<file path="src/push_pull_pkg.sv">
`default_nettype none
// ****************************************************************
// Shared constants and types
// ****************************************************************
package push_pull_pkg;

  // Oscillator cycles with everything off after a fault
  localparam int RETRY_CYCLES    = 56;
  // Oscillator cycles of marker-only operation before the first gate pulse
  localparam int MARK_CYCLES     = 2;
  // Leading-edge modulated ramp cycles before full width
  localparam int SS_STEPS        = 5;
  // Oscillator cycles of one complete recovery
  localparam int RECOVERY_CYCLES = 64;
  // Width of the charge-phase length counter in mclk cycles
  localparam int CHG_W           = 16;
  // Width of the oscillator-cycle counters
  localparam int OSC_W           = 7;
  // Width of the ramp step counter
  localparam int RAMP_W          = 3;

  typedef enum logic [2:0] {
    ST_LOCKOUT,
    ST_WAIT,
    ST_MARK,
    ST_SOFT,
    ST_RUN
  } seq_state_t;

  typedef struct packed {
    logic discharge;
    logic current_limit;
    logic undervoltage_lockout;
  } sense_t;

endpackage : push_pull_pkg
`default_nettype wire

</file>
<file path="src/sense_sync.sv">
`timescale 1ns/1ps
`default_nettype none
// ****************************************************************
// Two-flop synchroniser for the comparator inputs
// ****************************************************************
module sense_sync (
  input  wire logic                 mclk,
  input  wire logic                 reset,
  input  wire push_pull_pkg::sense_t raw,
  output var  push_pull_pkg::sense_t synced
);

  localparam int NBITS = $bits(push_pull_pkg::sense_t);

  logic [NBITS-1:0] stage1;
  logic [NBITS-1:0] stage2;

  genvar i;
  generate
    for (i = 0; i < NBITS; i++) begin : g_bit
      always_ff @(posedge mclk) begin
        if (reset) begin
          stage1[i] <= 1'b0;
          stage2[i] <= 1'b0;
        end else begin
          stage1[i] <= raw[i];
          stage2[i] <= stage1[i];
        end
      end
    end
  endgenerate

  assign synced = stage2;

endmodule : sense_sync
`default_nettype wire

</file>
<file path="src/push_pull_fault_sequencer.sv">
// Contract
// - Pulses alternate between the gates via a toggle advanced once per oscillator cycle; the code advances it as each pulse ends.
// - Each gate output runs at half the oscillator rate.
// - While gating is active the marker is high exactly during the discharge phase.
// - While the sequencer waits or is locked out the marker is held low.
// - A current-limit assertion triggers an over-current shutdown ending output pulses.
// - After a fault at least 56 oscillator cycles pass with all outputs off before restart.
// - The first gate pulse comes 57 to 62 oscillator cycles after start, nominally 59.
// - Soft start lasts 4 to 7 output cycles, nominally 5, before the first full-width pulse.
// - Soft start widens pulses by moving the leading edge earlier each cycle.
// - Over-current kills both gates at once without finishing the pulse in progress.
// - Marker pulses resume at least one oscillator cycle before the first gate pulse.
// - A recovery spans 64 oscillator cycles: off, one or two marker pulses, then the ramp.
`timescale 1ns/1ps
`default_nettype none
module push_pull_fault_sequencer (
  input  wire logic mclk,
  input  wire logic reset,
  input  wire logic discharge_phase_node,
  input  wire logic current_sense_trip,
  input  wire logic undervoltage_lockout,
  output logic      gate_drive_first,
  output logic      gate_drive_second,
  output logic      dead_time_marker
);

  // ****************************************************************
  // Input synchronisation
  // ****************************************************************
  push_pull_pkg::sense_t raw;
  push_pull_pkg::sense_t sense;

  assign raw = '{discharge:            discharge_phase_node,
                 current_limit:        current_sense_trip,
                 undervoltage_lockout: undervoltage_lockout};

  sense_sync u_sync (
    .mclk   (mclk),
    .reset  (reset),
    .raw    (raw),
    .synced (sense)
  );

  // ****************************************************************
  // Sequencer state
  // ****************************************************************
  push_pull_pkg::seq_state_t            state;
  push_pull_pkg::seq_state_t            next_state;
  logic [push_pull_pkg::OSC_W-1:0]      osc_count;
  logic [push_pull_pkg::OSC_W-1:0]      next_osc_count;
  logic [push_pull_pkg::RAMP_W-1:0]     ramp;
  logic [push_pull_pkg::RAMP_W-1:0]     next_ramp;
  logic [push_pull_pkg::CHG_W-1:0]      chg_count;
  logic [push_pull_pkg::CHG_W-1:0]      next_chg_count;
  logic [push_pull_pkg::CHG_W-1:0]      last_chg;
  logic [push_pull_pkg::CHG_W-1:0]      next_last_chg;
  logic                                 dis_d;
  logic                                 sel;
  logic                                 next_sel;
  logic                                 next_first;
  logic                                 next_second;
  logic                                 next_marker;
  logic                                 osc_tick;
  logic                                 edge_ok;
  logic                                 gate_on;
  logic [push_pull_pkg::CHG_W+2:0]      elapsed_scaled;
  logic [push_pull_pkg::CHG_W+2:0]      blank_scaled;

  // One oscillator cycle ends as its discharge phase starts
  assign osc_tick = sense.discharge & ~dis_d;

  // Leading edge sits at ramp/(SS_STEPS+1) of the last charge phase
  assign elapsed_scaled = {3'h0, chg_count}
                        * (push_pull_pkg::CHG_W+3)'(push_pull_pkg::SS_STEPS + 1);
  assign blank_scaled   = {3'h0, last_chg}
                        * {{push_pull_pkg::CHG_W{1'b0}}, ramp};
  assign edge_ok        = elapsed_scaled >= blank_scaled;

  always_comb begin
    next_state     = state;
    next_osc_count = osc_count;
    next_ramp      = ramp;
    case (state)
      push_pull_pkg::ST_LOCKOUT: begin
        if (!sense.undervoltage_lockout) begin
          next_state     = push_pull_pkg::ST_WAIT;
          next_osc_count = '0;
        end
      end
      push_pull_pkg::ST_WAIT: begin
        if (sense.current_limit) begin
          next_osc_count = '0;
        end else if (osc_tick) begin
          if (osc_count == (push_pull_pkg::OSC_W)'(push_pull_pkg::RETRY_CYCLES - 1)) begin
            next_state     = push_pull_pkg::ST_MARK;
            next_osc_count = '0;
          end else begin
            next_osc_count = osc_count + 1'b1;
          end
        end
      end
      push_pull_pkg::ST_MARK: begin
        if (osc_tick) begin
          if (osc_count == (push_pull_pkg::OSC_W)'(push_pull_pkg::MARK_CYCLES - 1)) begin
            next_state = push_pull_pkg::ST_SOFT;
            next_ramp  = (push_pull_pkg::RAMP_W)'(push_pull_pkg::SS_STEPS);
          end else begin
            next_osc_count = osc_count + 1'b1;
          end
        end
      end
      push_pull_pkg::ST_SOFT: begin
        if (osc_tick) begin
          if (ramp == (push_pull_pkg::RAMP_W)'(1)) begin
            next_state = push_pull_pkg::ST_RUN;
          end else begin
            next_ramp = ramp - 1'b1;
          end
        end
      end
      push_pull_pkg::ST_RUN: begin
        next_state = state;
      end
      default: begin
        next_state = push_pull_pkg::ST_LOCKOUT;
      end
    endcase
    if (state != push_pull_pkg::ST_LOCKOUT && state != push_pull_pkg::ST_WAIT
        && sense.current_limit) begin
      next_state     = push_pull_pkg::ST_WAIT;
      next_osc_count = '0;
    end
    if (sense.undervoltage_lockout) begin
      next_state = push_pull_pkg::ST_LOCKOUT;
    end
  end

  // ****************************************************************
  // Charge-phase timing, toggle and outputs
  // ****************************************************************
  assign gate_on = ((state == push_pull_pkg::ST_SOFT) && edge_ok)
                 || (state == push_pull_pkg::ST_RUN);

  always_comb begin
    next_chg_count = chg_count;
    next_last_chg  = last_chg;
    next_sel       = sel;
    if (sense.discharge) begin
      next_chg_count = '0;
    end else if (chg_count != {push_pull_pkg::CHG_W{1'b1}}) begin
      next_chg_count = chg_count + 1'b1;
    end
    if (osc_tick) begin
      next_last_chg = chg_count;
    end
    // Fault inputs gate the next value directly so shutdown needs no tick
    next_first  = gate_on && !sense.discharge && !sense.current_limit
                && !sense.undervoltage_lockout && !sel;
    next_second = gate_on && !sense.discharge && !sense.current_limit
                && !sense.undervoltage_lockout && sel;
    // Toggle advances as each pulse ends, so a pulse cut short by a fault still counts
    if ((gate_drive_first || gate_drive_second) && !next_first && !next_second) begin
      next_sel = ~sel;
    end
    // Marker is armed only as a discharge phase starts and held to its end unless a fault clears it
    next_marker = sense.discharge && !sense.current_limit
                && !sense.undervoltage_lockout
                && (osc_tick ? (state == push_pull_pkg::ST_MARK
                                || state == push_pull_pkg::ST_SOFT
                                || state == push_pull_pkg::ST_RUN)
                             : dead_time_marker);
  end

  always_ff @(posedge mclk) begin
    if (reset) begin
      state             <= push_pull_pkg::ST_LOCKOUT;
      osc_count         <= '0;
      ramp              <= '0;
      chg_count         <= '0;
      last_chg          <= '0;
      dis_d             <= 1'b0;
      sel               <= 1'b0;
      gate_drive_first  <= 1'b0;
      gate_drive_second <= 1'b0;
      dead_time_marker  <= 1'b0;
    end else begin
      state             <= next_state;
      osc_count         <= next_osc_count;
      ramp              <= next_ramp;
      chg_count         <= next_chg_count;
      last_chg          <= next_last_chg;
      dis_d             <= sense.discharge;
      sel               <= next_sel;
      gate_drive_first  <= next_first;
      gate_drive_second <= next_second;
      dead_time_marker  <= next_marker;
    end
  end

  // ****************************************************************
  // Checks
  // ****************************************************************
  logic                            last_gate;
  logic [push_pull_pkg::OSC_W-1:0] rec_ticks;
  logic                            fault_now;

  assign fault_now = sense.current_limit || sense.undervoltage_lockout
                   || state == push_pull_pkg::ST_LOCKOUT;

  always_ff @(posedge mclk) begin
    if (reset) begin
      last_gate <= 1'b1;
      rec_ticks <= '0;
    end else begin
      if (gate_drive_first) begin
        last_gate <= 1'b0;
      end else if (gate_drive_second) begin
        last_gate <= 1'b1;
      end
      if (fault_now) begin
        rec_ticks <= '0;
      end else if (osc_tick && rec_ticks != {push_pull_pkg::OSC_W{1'b1}}) begin
        rec_ticks <= rec_ticks + 1'b1;
      end
    end
  end
endmodule : push_pull_fault_sequencer
`default_nettype wire

</file>
<file path="config.mk">
export PLATFORM = sky130hd
export DESIGN_NAME = push_pull_fault_sequencer
export DESIGN_NICKNAME = d
export VERILOG_FILES = /design/src/push_pull_pkg.sv /design/src/sense_sync.sv /design/src/push_pull_fault_sequencer.sv
export SDC_FILE = /design/constraint.sdc
export NUM_CORES = 1
export LEC_CHECK = 0
export BUFFER_PORTS_ARGS = -buffer_cell sky130_fd_sc_hd__buf_2
export CORE_ASPECT_RATIO = 1.2
export CORE_MARGIN = 2
export CORE_UTILIZATION = 70
export CTS_BUF_LIST = sky130_fd_sc_hd__clkbuf_8
export DETAILED_ROUTE_END_ITERATION = 6
export PLACE_DENSITY = 0.87
export SKIP_CTS_REPAIR_TIMING = 1
export SKIP_LAST_GASP = 1
export SYNTH_ARGS = -nofsm -noshare
export SYNTH_HDL_FRONTEND = slang
export SYNTH_SLANG_ARGS = --single-unit
</file>
<file path="constraint.sdc">
create_clock -name mclk -period 12.6 [get_ports mclk]
set_input_delay 0.63 -clock mclk [delete_from_list [all_inputs] [get_ports mclk]]
set_output_delay 0.63 -clock mclk [all_outputs]
set_load 0.05 [all_outputs]
</file>
# Yosys cells after proc, flatten, opt, wreduce, memory -nomap -nowiden
# Cells that the tools add are included.
# totals
in_bits	5
out_inout_bits	3
word_cells	112
register_bits	56
# classes
magnitude_cmp	1
mul	2
bitwise_logic	4
reduce_logical	35
n_addsub	3
eq_ne	28
n_mux	22
# op_table
op	n
7-bit two-way mux	6
3-bit two-way mux	11
2-bit inequality test (second input constant)	11
3-bit inequality test (second input constant)	7
7-bit case mux with 3 select lines	1
19-bit greater-or-equal comparator	1
16-bit by 3-bit multiplier with 19-bit output	1
16-bit by 2-bit multiplier with 18-bit output (second input constant)	1
16-bit by 1-bit adder with 16-bit output (second input constant)	1
16-bit inequality test (second input constant)	1
8-bit AND reduction	2
3-bit case mux with 5 select lines	1
1-bit logical AND	13
5-bit AND reduction	2
7-bit by 1-bit adder with 7-bit output (second input constant)	1
7-bit by 1-bit equality test with 1-bit output (second input constant)	1
7-bit by 6-bit equality test with 1-bit output (second input constant)	1
3-bit by 1-bit equality test with 1-bit output (second input constant)	2
3-bit by 2-bit equality test with 1-bit output (second input constant)	2
1-bit zero test	6
3-bit case mux with 2 select lines	1
3-bit nonzero test	2
2-bit OR reduction	3
1-bit logical OR	4
other kinds (10)	13

# Depth between registers and ports, before layout
# Gate-level depths: netlist of the first run.
# logic_depth
depth_word	11
depth_mapped	22

# Hierarchy
# A second synthesis of the first run with hierarchy kept.
# hier_totals
cells_unflattened	597
area_unflattened_um2	4738.3
# by_module_without_submodules
module	seq_area_each_um2	n_inst	area_per_inst_um2	cells_each
push_pull_fault_sequencer	1001.0	1	4580.6	585
sense_sync	120.1	1	157.7	12

# Least setup slack after synthesis of the first run
# No wires, ideal clock.
# synth_timing
kind	register to register
startpoint	register ramp[2] in the netlist's numbering
endpoint	register sel
arrival_ns	4.565
stages_incl_launch_ff	23
slack_ns	7.914
path_buffers	2
setup_time_ns	0.121
cell_sequence	dfxtp_1 -> clkbuf_1 -> clkbuf_1 -> nand2_1 -> fa_1 -> inv_1 -> ha_1 -> fa_1 -> a21o_1 -> a21oi_1 -> o21a_1 -> o31ai_2 -> a21oi_1 -> o21ai_1 -> xnor2_1 -> ha_1 -> nand4_1 -> inv_1 -> a21oi_1 -> a21oi_1 -> a211oi_2 -> o22a_1 -> mux2_4
# synth_between
elab_chain_cells	11
elab_cells_between_ends	13
# synth_rtl
item	line_no	rtl
from (decl)	push_pull_fault_sequencer.sv:51	logic [push_pull_pkg::RAMP_W-1:0] ramp;
from (signal assigned)	push_pull_fault_sequencer.sv:189	ramp <= next_ramp;
16-bit by 3-bit multiplier with 19-bit output (*)	push_pull_fault_sequencer.sv:76	* {{push_pull_pkg::CHG_W{1'b0}}, ramp};
19-bit greater-or-equal comparator (*)	push_pull_fault_sequencer.sv:77	assign edge_ok = elapsed_scaled >= blank_scaled;
1-bit logical AND (*)	push_pull_fault_sequencer.sv:141	assign gate_on = ((state == push_pull_pkg::ST_SOFT) && edge_ok)
1-bit logical OR (*)	push_pull_fault_sequencer.sv:142	|| (state == push_pull_pkg::ST_RUN);
1-bit logical AND (*) (2 in series)	push_pull_fault_sequencer.sv:157, push_pull_fault_sequencer.sv:159	
1-bit logical AND (*)	push_pull_fault_sequencer.sv:158, push_pull_fault_sequencer.sv:160	
1-bit logical AND	push_pull_fault_sequencer.sv:158	&& !sense.undervoltage_lockout && !sel;
1-bit zero test	push_pull_fault_sequencer.sv:162	if ((gate_drive_first || gate_drive_second) && !next_first && !next_second) begin
1-bit logical AND	push_pull_fault_sequencer.sv:162	
1-bit logical AND (*)	push_pull_fault_sequencer.sv:162	
to (signal assigned)	push_pull_fault_sequencer.sv:193	sel <= next_sel;
to (decl)	push_pull_fault_sequencer.sv:58	logic sel;
# Mark *: on every way between the ends. The rest lies on a longest branch, timed or not.
# A chain may end at the register's enable or synchronous reset.

# Final worst setup path of the first run
# Same ends and word-level chain as after synthesis.

==> results.yml, run 1 <==
drt:
  vias_per_cell: 6.01
  remaining_drc_errors: 0
  drt_iter0_drc: 142
  wl_per_cell_um: 15.1
  vias: 4037
  ant_nets: 0
  drt_pre_antenna_iters: 5
  drt-total-wl_um: 10100
clock_tree:
  ctsHtreeMaxLevel: 2
  cts_buffers: 5
  tritoncts: "done"
  root_buffer: "clkbuf_8"
  clk_path_buf_depth: 2
  clock-sinks: 56
  clk_latency_ns: 0.32
  cts.clk_slew.worst_paths_ns: 0.11
timing:
  setup_viol: 0
  hold_viol_final: 0
  min_period_ns: 5.18
  rsz0062_at_grt: "no"
  tightest_slew_ns: 0.696
  fin_skew_ns: 0.00611
  timing.final.crit_share_pct: 41.1
  worst_slack_ns: 7.42
  relSlewSlack_pct: 53.6
  whs_ns: 0.462
  fmax_mhz: 193
  setup_tns_ns: 0
  slew_violations: 0
die:
  chipWidth_um: 79.0
  die_area_um2: 7430
  ioPinCount: 8
  start_util_pct: 72.9
  core-area_um2: 6490
  dieHeight_um: 94.0
  row_count: 32
setup_path:
  worst-endpoint-required_ns: 12.82
  path_max_fanout: 19
  r2r_end: "sel"
  r2r_start: "ramp[2]"
  end_kind: "flop"
  path_class: "reg2reg"
  r2r_cells: 20
  start_kind: "flop"
  regToRegSetupSlack_ns: 7.42
  cp.arrival_ns: 5.40
logic_synthesis:
  synth.top_cells.by_area: "dfxtp_1 24%, ha_1 15%, nand2_1 6.9%"
  ys_warn_count: 0
  syn-cell-area_um2: 4730
  synthArstFlopShare_pct: 0
  synth_edf_count: 0
  synth_cell_types: 62
  syn_area_per_cell_um2: 8.04
  synth_ff_type: "dfxtp_1"
  syn-num-nets: 666
  synthDominantCellAreaShare_pct: 23.7
  ys_seq_elements: 56
  synthCells: 588
  synth_largest_area_cell: "dfxtp_1"
  ys_seq_area_share_pct: 23.7
finish:
  fin_util_pct: 76.0
  ff_latch_area_um2: 1120
  syn2layout_area_growth_pct: 4.21
  layout_common_cells: "87 x nand2_1, 57 x ha_1, 56 x dfxtp_1"
  instances_no_fill: 672
  drive_gt1_share_pct: 5.79
  nFillCells: 488
  final_common_cell: "nand2_1"
  final_nets: 664
  multi_input_area_um2: 3380
  final_area_um2: 4930
  antenna_cells: 0
pwr:
  total_power_mw: 0.423
  power.density_nw_per_um2: 85.8
  p_leak_nw: 2.21
  peakVddDrop_mv: 0.118
hold_path:
  hold_depth: 1
  hp-start: "u_sync.stage1[1]"
  hold_class: "reg2reg"
  holdPathEnd: "u_sync.synced[1]"
job:
  drv_cap: 0
place:
  io_buffers: 7
  dpl.hpwl_um: 8010
  place_congestion: 0.945
  place_inst: 664
  placed_area_um2: 4810
  place_ws_ns: 7.44
grt:
  grt_max_degree: 33
  grt.total_usage_pct: 29.0
  grt_antenna_before_repair: 0
  grt_pass1_wl_um: 17300
  gr-total-overflow: 0
  grt_pass1_vias: 3949
outcome:
  status: "complete, no violations"
-- cell usage after synthesis, types with 6 or more instances --
master and count:
clkbuf_1 14, xor2_1 19, fa_1 16, nor3_1 9, xnor2_1 26, nand2_1 87
a21o_1 13, a21oi_1 55, nand2b_1 6, o21bai_1 7, nand3_1 11, nor2_1 41
nand4_1 7, inv_1 42, ha_1 57, and2_1 16, dfxtp_1 56, nor2b_1 18
o21ai_0 21
-- worst max-delay path by stage --
stage / to / from / cells after the start
floorplan: sel / ramp[2] / 22
global placement: sel / ramp[2] / 20
detailed placement: sel / ramp[2] / 20
CTS: sel / ramp[2] / 20
global route: sel / ramp[2] / 20
finish: sel / ramp[2] / 20
-- final cells by class --
| cell class | count | share of cell area [%] |
|---|---|---|
| clock buffer | 5 | 1.40 |
| tap | 85 | 2.16 |
| clock inverter | 3 | 1.02 |
| multi-input combinational | 472 | 68.5 |
| timing repair buffer | 8 | 0.863 |
| inverter | 43 | 3.27 |
| sequential | 56 | 22.7 |
-- layer usage --
metal / part of all wire, % / wire (µm) / global-route usage [%] / vias up
met2: 52 / 5240 / 53.5 / 90
li1: - / - / - / 1996
met5: 0 / 0 / 0 / -
met3: 3.7 / 370 / 3.85 / 24
met1: 42 / 4300 / 34.6 / 1927
met4: 2.2 / 227 / 8.91 / 0
-- logic make-up after synthesis --
| family | share of synthesized area, % |
|---|---|
| adders and majority gates | 21.9 |
| xor gates and xnor gates | 8.33 |
| muxes | 0.952 |
| buffers and inverters | 4.87 |
| AOI/OAI and AO/OA | 16.9 |
| DFF | 23.7 |
| and+or+nand+nor | 23.4 |
-- registers in the layout (all words and copies together) (netlist names) --
name               cells
gate_drive_second      1
state                  3
dis_d                  1
u_sync.synced          3
sel                    1
ramp                   3
dead_time_marker       1
gate_drive_first       1
chg_count             16
osc_count              7
last_chg              16
u_sync.stage1          3
-- power by group --
part / switching (mW) / internal (mW)
Sequential: 0.0157 / 0.184
Combinational: 0.0587 / 0.0408
Clock: 0.0624 / 0.0614
Total: 0.137 / 0.286
-- worst max-delay path: stages, from the launching register on --
cell,delay (ns)
dfxtp_1,0.68
nand2_1,0.18
fa_1,0.58
inv_1,0.05
ha_1,0.23
fa_1,0.42
a21o_1,0.17
a21oi_1,0.26
o21a_1,0.20
o31ai_2,0.10
a21oi_1,0.29
o21ai_1,0.14
xnor2_1,0.14
ha_1,0.30
a21oi_1,0.15
nor2b_1,0.06
o21ai_0,0.18
a21oi_1,0.11
a211oi_2,0.34
o22a_1,0.23
mux2_4,0.29
Power figures use the tool's default switching activity.
==> run 2: changes to the inputs <==
--- a/config.mk
+++ b/config.mk
@@ -5,13 +5,14 @@
 export SDC_FILE = /design/constraint.sdc
 export NUM_CORES = 1
 export LEC_CHECK = 0
+export ABC_AREA = 1
 export BUFFER_PORTS_ARGS = -buffer_cell sky130_fd_sc_hd__buf_2
 export CORE_ASPECT_RATIO = 1.2
 export CORE_MARGIN = 2
-export CORE_UTILIZATION = 70
+export CORE_UTILIZATION = 66
 export CTS_BUF_LIST = sky130_fd_sc_hd__clkbuf_8
 export DETAILED_ROUTE_END_ITERATION = 6
-export PLACE_DENSITY = 0.87
+export PLACE_DENSITY = 0.83
 export SKIP_CTS_REPAIR_TIMING = 1
 export SKIP_LAST_GASP = 1
 export SYNTH_ARGS = -nofsm -noshare
==> constraint.sdc (replaced) <==
create_clock -name mclk -period 5.3 [get_ports mclk]
set_input_delay 0.265 -clock mclk [delete_from_list [all_inputs] [get_ports mclk]]
set_output_delay 0.265 -clock mclk [all_outputs]
set_load 0.05 [all_outputs]
==> results.yml, run 2 <==
outcome:
  status: "complete, no violations"
finish:
  drive_gt1_share_pct: 6.01
  nFillCells: 618
  instances_no_fill: 822
  multi_input_area_um2: 3330
  final_common_cell: "nand2_1"
  syn2layout_area_growth_pct: 3.70
  reg_top3: "chg_count: 16 flops, last_chg: 16 flops, osc_count: 7 flops"
  layout_common_cells: "176 x nand2_1, 116 x inv_1, 63 x nor2_1"
  final_area_um2: 5160
  antenna_cells: 0
  final_nets: 809
  ff_latch_area_um2: 1120
timing:
  rsz0062_at_grt: "no"
  timing.final.crit_share_pct: 83.5
  setup_viol: 0
  whs_ns: 0.137
  slew_violations: 0
  setup_tns_ns: 0
  fin_skew_ns: 0.0169
  min_period_ns: 4.43
  hold_viol_final: 0
  tightest_slew_ns: 1.01
  fmax_mhz: 226
  relSlewSlack_pct: 32.5
setup_path:
  crit_path_end: "sel"
  start_kind: "flop"
  r2r_end: "sel"
  path_max_fanout: 18
  cp.arrival_ns: 4.63
  regToRegSetupSlack_ns: 0.87
  path_class: "reg2reg"
  r2r_start: "ramp[2]"
  r2r_cells: 24
  worst-endpoint-required_ns: 5.50
  end_kind: "flop"
  crit_start: "ramp[2]"
pwr:
  power.density_nw_per_um2: 188
  p_sw_share_pct: 35.6
  seqPwrFrac_pct: 49.3
  power.switching_mw: 0.345
  total_power_mw: 0.968
  intPower_mw: 0.623
  power_frac_comb_pct: 26.0
  p_leak_nw: 2.72
  peakVddDrop_mv: 0.242
  power_frac_clock_pct: 24.7
die:
  die_area_um2: 8250
  row_count: 34
  chipWidth_um: 83.2
  ioPinCount: 8
  start_util_pct: 68.4
  dieHeight_um: 99.1
  core-area_um2: 7270
logic_synthesis:
  synth_edf_count: 0
  synthCells: 731
  ys_seq_area_share_pct: 22.5
  yosys.cell_count.top_type: "nand2_1"
  syn-cell-area_um2: 4970
  synth_ff_type: "dfxtp_1"
  synth_largest_area_cell: "dfxtp_1"
  synthArstFlopShare_pct: 0
  syn_area_per_cell_um2: 6.80
  synthTopCellsByCount: "176 x nand2_1, 116 x inv_1, 63 x nor2_1"
  ys_warn_count: 0
  syn-num-nets: 809
  synthDominantCellAreaShare_pct: 22.5
  ys_seq_elements: 56
  synth.top_cells.by_area: "dfxtp_1 23%, ha_1 14%, nand2_1 13%"
  synth_cell_types: 41
job:
  drv_cap: 0
drt:
  remaining_drc_errors: 0
  drt_pre_antenna_iters: 5
  drt_iter0_drc: 294
  vias: 4568
  wl_per_cell_um: 13.9
  ant_nets: 0
  vias_per_cell: 5.56
  drt-total-wl_um: 11400
clock_tree:
  root_buffer: "clkbuf_8"
  ctsHtreeMaxLevel: 2
  tritoncts: "done"
  cts_buffers: 5
  clock-sinks: 56
  clk_latency_ns: 0.32
  clk_path_buf_depth: 2
  cts.clk_slew.worst_paths_ns: 0.11
place:
  io_buffers: 7
  dpl.hpwl_um: 9430
  place_congestion: 0.883
  placed_area_um2: 5070
  place_inst: 814
hold_path:
  hold_class: "in2reg"
grt:
  gr-total-overflow: 0
  grt_antenna_before_repair: 0
  grt_pass1_wl_um: 19900
  grt_max_degree: 31
  grt.total_usage_pct: 29.2
  grt_pass1_vias: 4448
[run 2: metal layers]
metal | global-route usage, % | vias to the layer above | wire [µm]
met5 | 0 | - | 0
met4 | 11.7 | 0 | 411
met3 | 2.90 | 32 | 389
met2 | 53.9 | 116 | 5730
met1 | 34.8 | 2093 | 4910
li1 | - | 2327 | -
[run 2: power groups by stage]
stage               Clock [mW]  Combinational, mW  Sequential [mW]
floorplan                    0              0.200            0.475
global placement             0              0.238            0.484
detailed placement           0              0.247            0.486
CTS                      0.247              0.249            0.477
global route             0.262              0.291            0.481
finish                   0.239              0.252            0.477
[run 2: worst min-delay path by stage]
stage                          from          endpoint  slack, ns  cells after the start
2_1_floorplan  undervoltage_lockout  u_sync.stage1[0]       0.37                      2
3_3_place_gp       u_sync.stage1[0]  u_sync.synced[0]       0.39                      2
3_5_place_dp       u_sync.stage1[0]  u_sync.synced[0]       0.40                      2
4_1_cts        undervoltage_lockout  u_sync.stage1[0]       0.13                      3
5_1_grt          current_sense_trip  u_sync.stage1[1]       0.13                      3
6_report         current_sense_trip  u_sync.stage1[1]       0.14                      3
[run 2: cells by family after synthesis]
| kind of cell | synth area share [%] |
|---|---|
| AOI/OAI and AO/OA | 13.7 |
| xor gates and xnor gates | 5.81 |
| adders and majority gates | 20.8 |
| buffers and inverters | 10.5 |
| DFF | 22.5 |
| and+or+nand+nor | 26.6 |
[run 2: per-stage QoR]
| step | util, % | setup WS (ns) |
|---|---|---|
| 6_report | 70.9 | 0.872 |
| 5_1_grt | 70.9 | 0.489 |
| 4_1_cts | 70.9 | 0.968 |
| 3_5_place_dp | 69.7 | 1.05 |
| 3_3_place_gp | 69.7 | 1.19 |
| 2_1_floorplan | - | 1.29 |
[run 2: layout make-up]
| cell class | count | share of cell area (%) |
|---|---|---|
| timing repair buffer | 7 | 0.679 |
| multi-input combinational | 536 | 64.6 |
| inverter | 125 | 9.10 |
| clock inverter | 3 | 0.412 |
| clock buffer | 5 | 1.33 |
| sequential | 56 | 21.7 |
| tap | 90 | 2.18 |
[run 2: worst max-delay path, cell delays in order, from the launching register on]
cell      delay (ns)
dfxtp_1         0.71
nand2_1         0.16
fa_1            0.57
inv_1           0.05
ha_1            0.34
a21oi_1         0.16
nand2_1         0.12
a21boi_0        0.31
o21ai_1         0.17
nand3_1         0.10
nand2_1         0.07
xnor2_1         0.25
ha_1            0.28
nand2_1         0.08
inv_1           0.07
nand2_1         0.08
nand2_1         0.06
a21oi_1         0.14
nand3_1         0.13
nand2_1         0.09
nand2_1         0.07
nand2_1         0.09
nand3_1         0.08
nand2_1         0.08
nor2_1          0.04
==> run 3: changes to the inputs <==
--- a/config.mk
+++ b/config.mk
@@ -9,10 +9,10 @@
 export BUFFER_PORTS_ARGS = -buffer_cell sky130_fd_sc_hd__buf_2
 export CORE_ASPECT_RATIO = 1.2
 export CORE_MARGIN = 2
-export CORE_UTILIZATION = 66
+export CORE_UTILIZATION = 60
 export CTS_BUF_LIST = sky130_fd_sc_hd__clkbuf_8
 export DETAILED_ROUTE_END_ITERATION = 6
-export PLACE_DENSITY = 0.83
+export PLACE_DENSITY = 0.8
 export SKIP_CTS_REPAIR_TIMING = 1
 export SKIP_LAST_GASP = 1
 export SYNTH_ARGS = -nofsm -noshare
==> constraint.sdc (replaced) <==
create_clock -name mclk -period 4 [get_ports mclk]
set_input_delay 0.2 -clock mclk [delete_from_list [all_inputs] [get_ports mclk]]
set_output_delay 0.2 -clock mclk [all_outputs]
set_load 0.05 [all_outputs]
==> results.yml, run 3 (synthesis results as in run 2) <==
grt:
  grt.total_usage_pct: 26.5
  grt_use_met1_pct: 29.5
  top_usage_layer: "met2"
  grt_max_degree: 21
  gr-total-overflow: 0
  grtUsageMet3_pct: 3.03
  grt_antenna_before_repair: 0
  grt_util_met2_pct: 49.2
  grt_pass1_vias: 4463
  grt_pass1_wl_um: 19400
pwr:
  total_power_mw: 1.32
  power.density_nw_per_um2: 247
  p_leak_nw: 2.78
  peakVddDrop_mv: 0.289
finish:
  instances_no_fill: 836
  multi_input_area_um2: 3420
  final_area_um2: 5360
  layout_common_cells: "173 x nand2_1, 116 x inv_1, 61 x nor2_1"
  final_nets: 818
  ff_latch_area_um2: 1140
  antenna_cells: 0
  reg_top3: "chg_count: 16 flops, last_chg: 16 flops, osc_count: 7 flops"
  syn2layout_area_growth_pct: 7.82
  nFillCells: 731
  final_common_cell: "nand2_1"
  drive_gt1_share_pct: 11.1
setup_path:
  crit_start: "ramp[2]"
  crit_top_cell: "nand2_1"
  cp_slowest_cell: "fa_1"
  regToRegSetupSlack_ns: 0.26
  r2r_cells: 27
  r2r_start: "ramp[2]"
  start_kind: "flop"
  worst-endpoint-required_ns: 4.24
  end_kind: "flop"
  crit_path_end: "sel"
  r2r_end: "sel"
  path_class: "reg2reg"
  cp.arrival_ns: 3.97
  path_max_fanout: 4
  critPathMaxStageDelay_ns: 0.53
clock_tree:
  tritoncts: "done"
  ctsHtreeMaxLevel: 2
  clk_latency_ns: 0.33
  root_buffer: "clkbuf_8"
  cts.clk_slew.worst_paths_ns: 0.11
  clock-sinks: 56
  cts_buffers: 5
  clk_path_buf_depth: 2
outcome:
  status: "complete, no violations"
drt:
  drt_pre_antenna_iters: 5
  drt_iter0_drc: 169
  wl_per_cell_um: 13.8
  drt-total-wl_um: 11500
  ant_nets: 0
  vias: 4551
  remaining_drc_errors: 0
  vias_per_cell: 5.44
die:
  dieHeight_um: 104
  die_area_um2: 9040
  chipWidth_um: 87.1
  row_count: 36
  core-area_um2: 8110
  start_util_pct: 61.3
  ioPinCount: 8
timing:
  worst_slack_ns: 0.262
  timing.final.crit_share_pct: 93.5
  fin_skew_ns: 0.00822
  min_period_ns: 3.74
  fmax_mhz: 268
  relSlewSlack_pct: 56.7
  slew_violations: 0
  hold_viol_final: 0
  tightest_slew_ns: 0.648
  setup_viol: 0
  setup_tns_ns: 0
place:
  dpl.hpwl_um: 9280
  io_buffers: 7
  place_congestion: 0.914
  place_inst: 827
  place_ws_ns: 0.0557
  placed_area_um2: 5150
hold_path:
  hold_class: "in2reg"
  hold_depth: 3
job:
  drv_cap: 0
## run 3: critical path: cells and delay by family (launching register included)
kind	cells	cell delay, ns
adder cells (fa/ha/maj)	4	1.42
AND/OR/NAND/NOR	18	1.26
AO/OA/AOI/OAI	3	0.40
flip-flops	1	0.39
XOR/XNOR	1	0.14
buffers and inverters	1	0.04
## run 3: final cells by class
type,count,share of cell area (%)
tap,95,2.22
timing repair buffer,16,2.22
clock inverter,3,0.537
clock buffer,5,1.28
multi-input combinational,536,63.8
sequential,56,21.2
inverter,125,8.75
## run 3: stage by stage
stage          hold slack [ns]  util (%)
3_5_place_dp             0.399      63.5
2_1_floorplan            0.307         -
4_1_cts                 0.0538      64.7
5_1_grt                 0.0507      66.1
3_3_place_gp             0.395      63.5
6_report                0.0634      66.1
## run 3: worst min-delay path by stage
stage          slack (ns)               end                 start
6_report             0.06  u_sync.stage1[2]  discharge_phase_node
5_1_grt              0.05  u_sync.stage1[2]  discharge_phase_node
4_1_cts              0.05  u_sync.stage1[2]  discharge_phase_node
3_5_place_dp         0.40  u_sync.synced[2]      u_sync.stage1[2]
3_3_place_gp         0.40  u_sync.synced[2]      u_sync.stage1[2]
2_1_floorplan        0.31  u_sync.stage1[0]  undervoltage_lockout
## run 3: power breakdown
part,internal (mW),switching (mW),leakage (nW),total [mW]
registers,0.589,0.0356,0.460,0.625
logic,0.118,0.236,2.27,0.353
clock network,0.133,0.214,0.0511,0.347
## run 3: routing by layer
metal	vias up	wire, µm
met5	-	0
met4	0	410
met3	25	280
met2	78	6120
met1	2096	4700
li1	2352	-
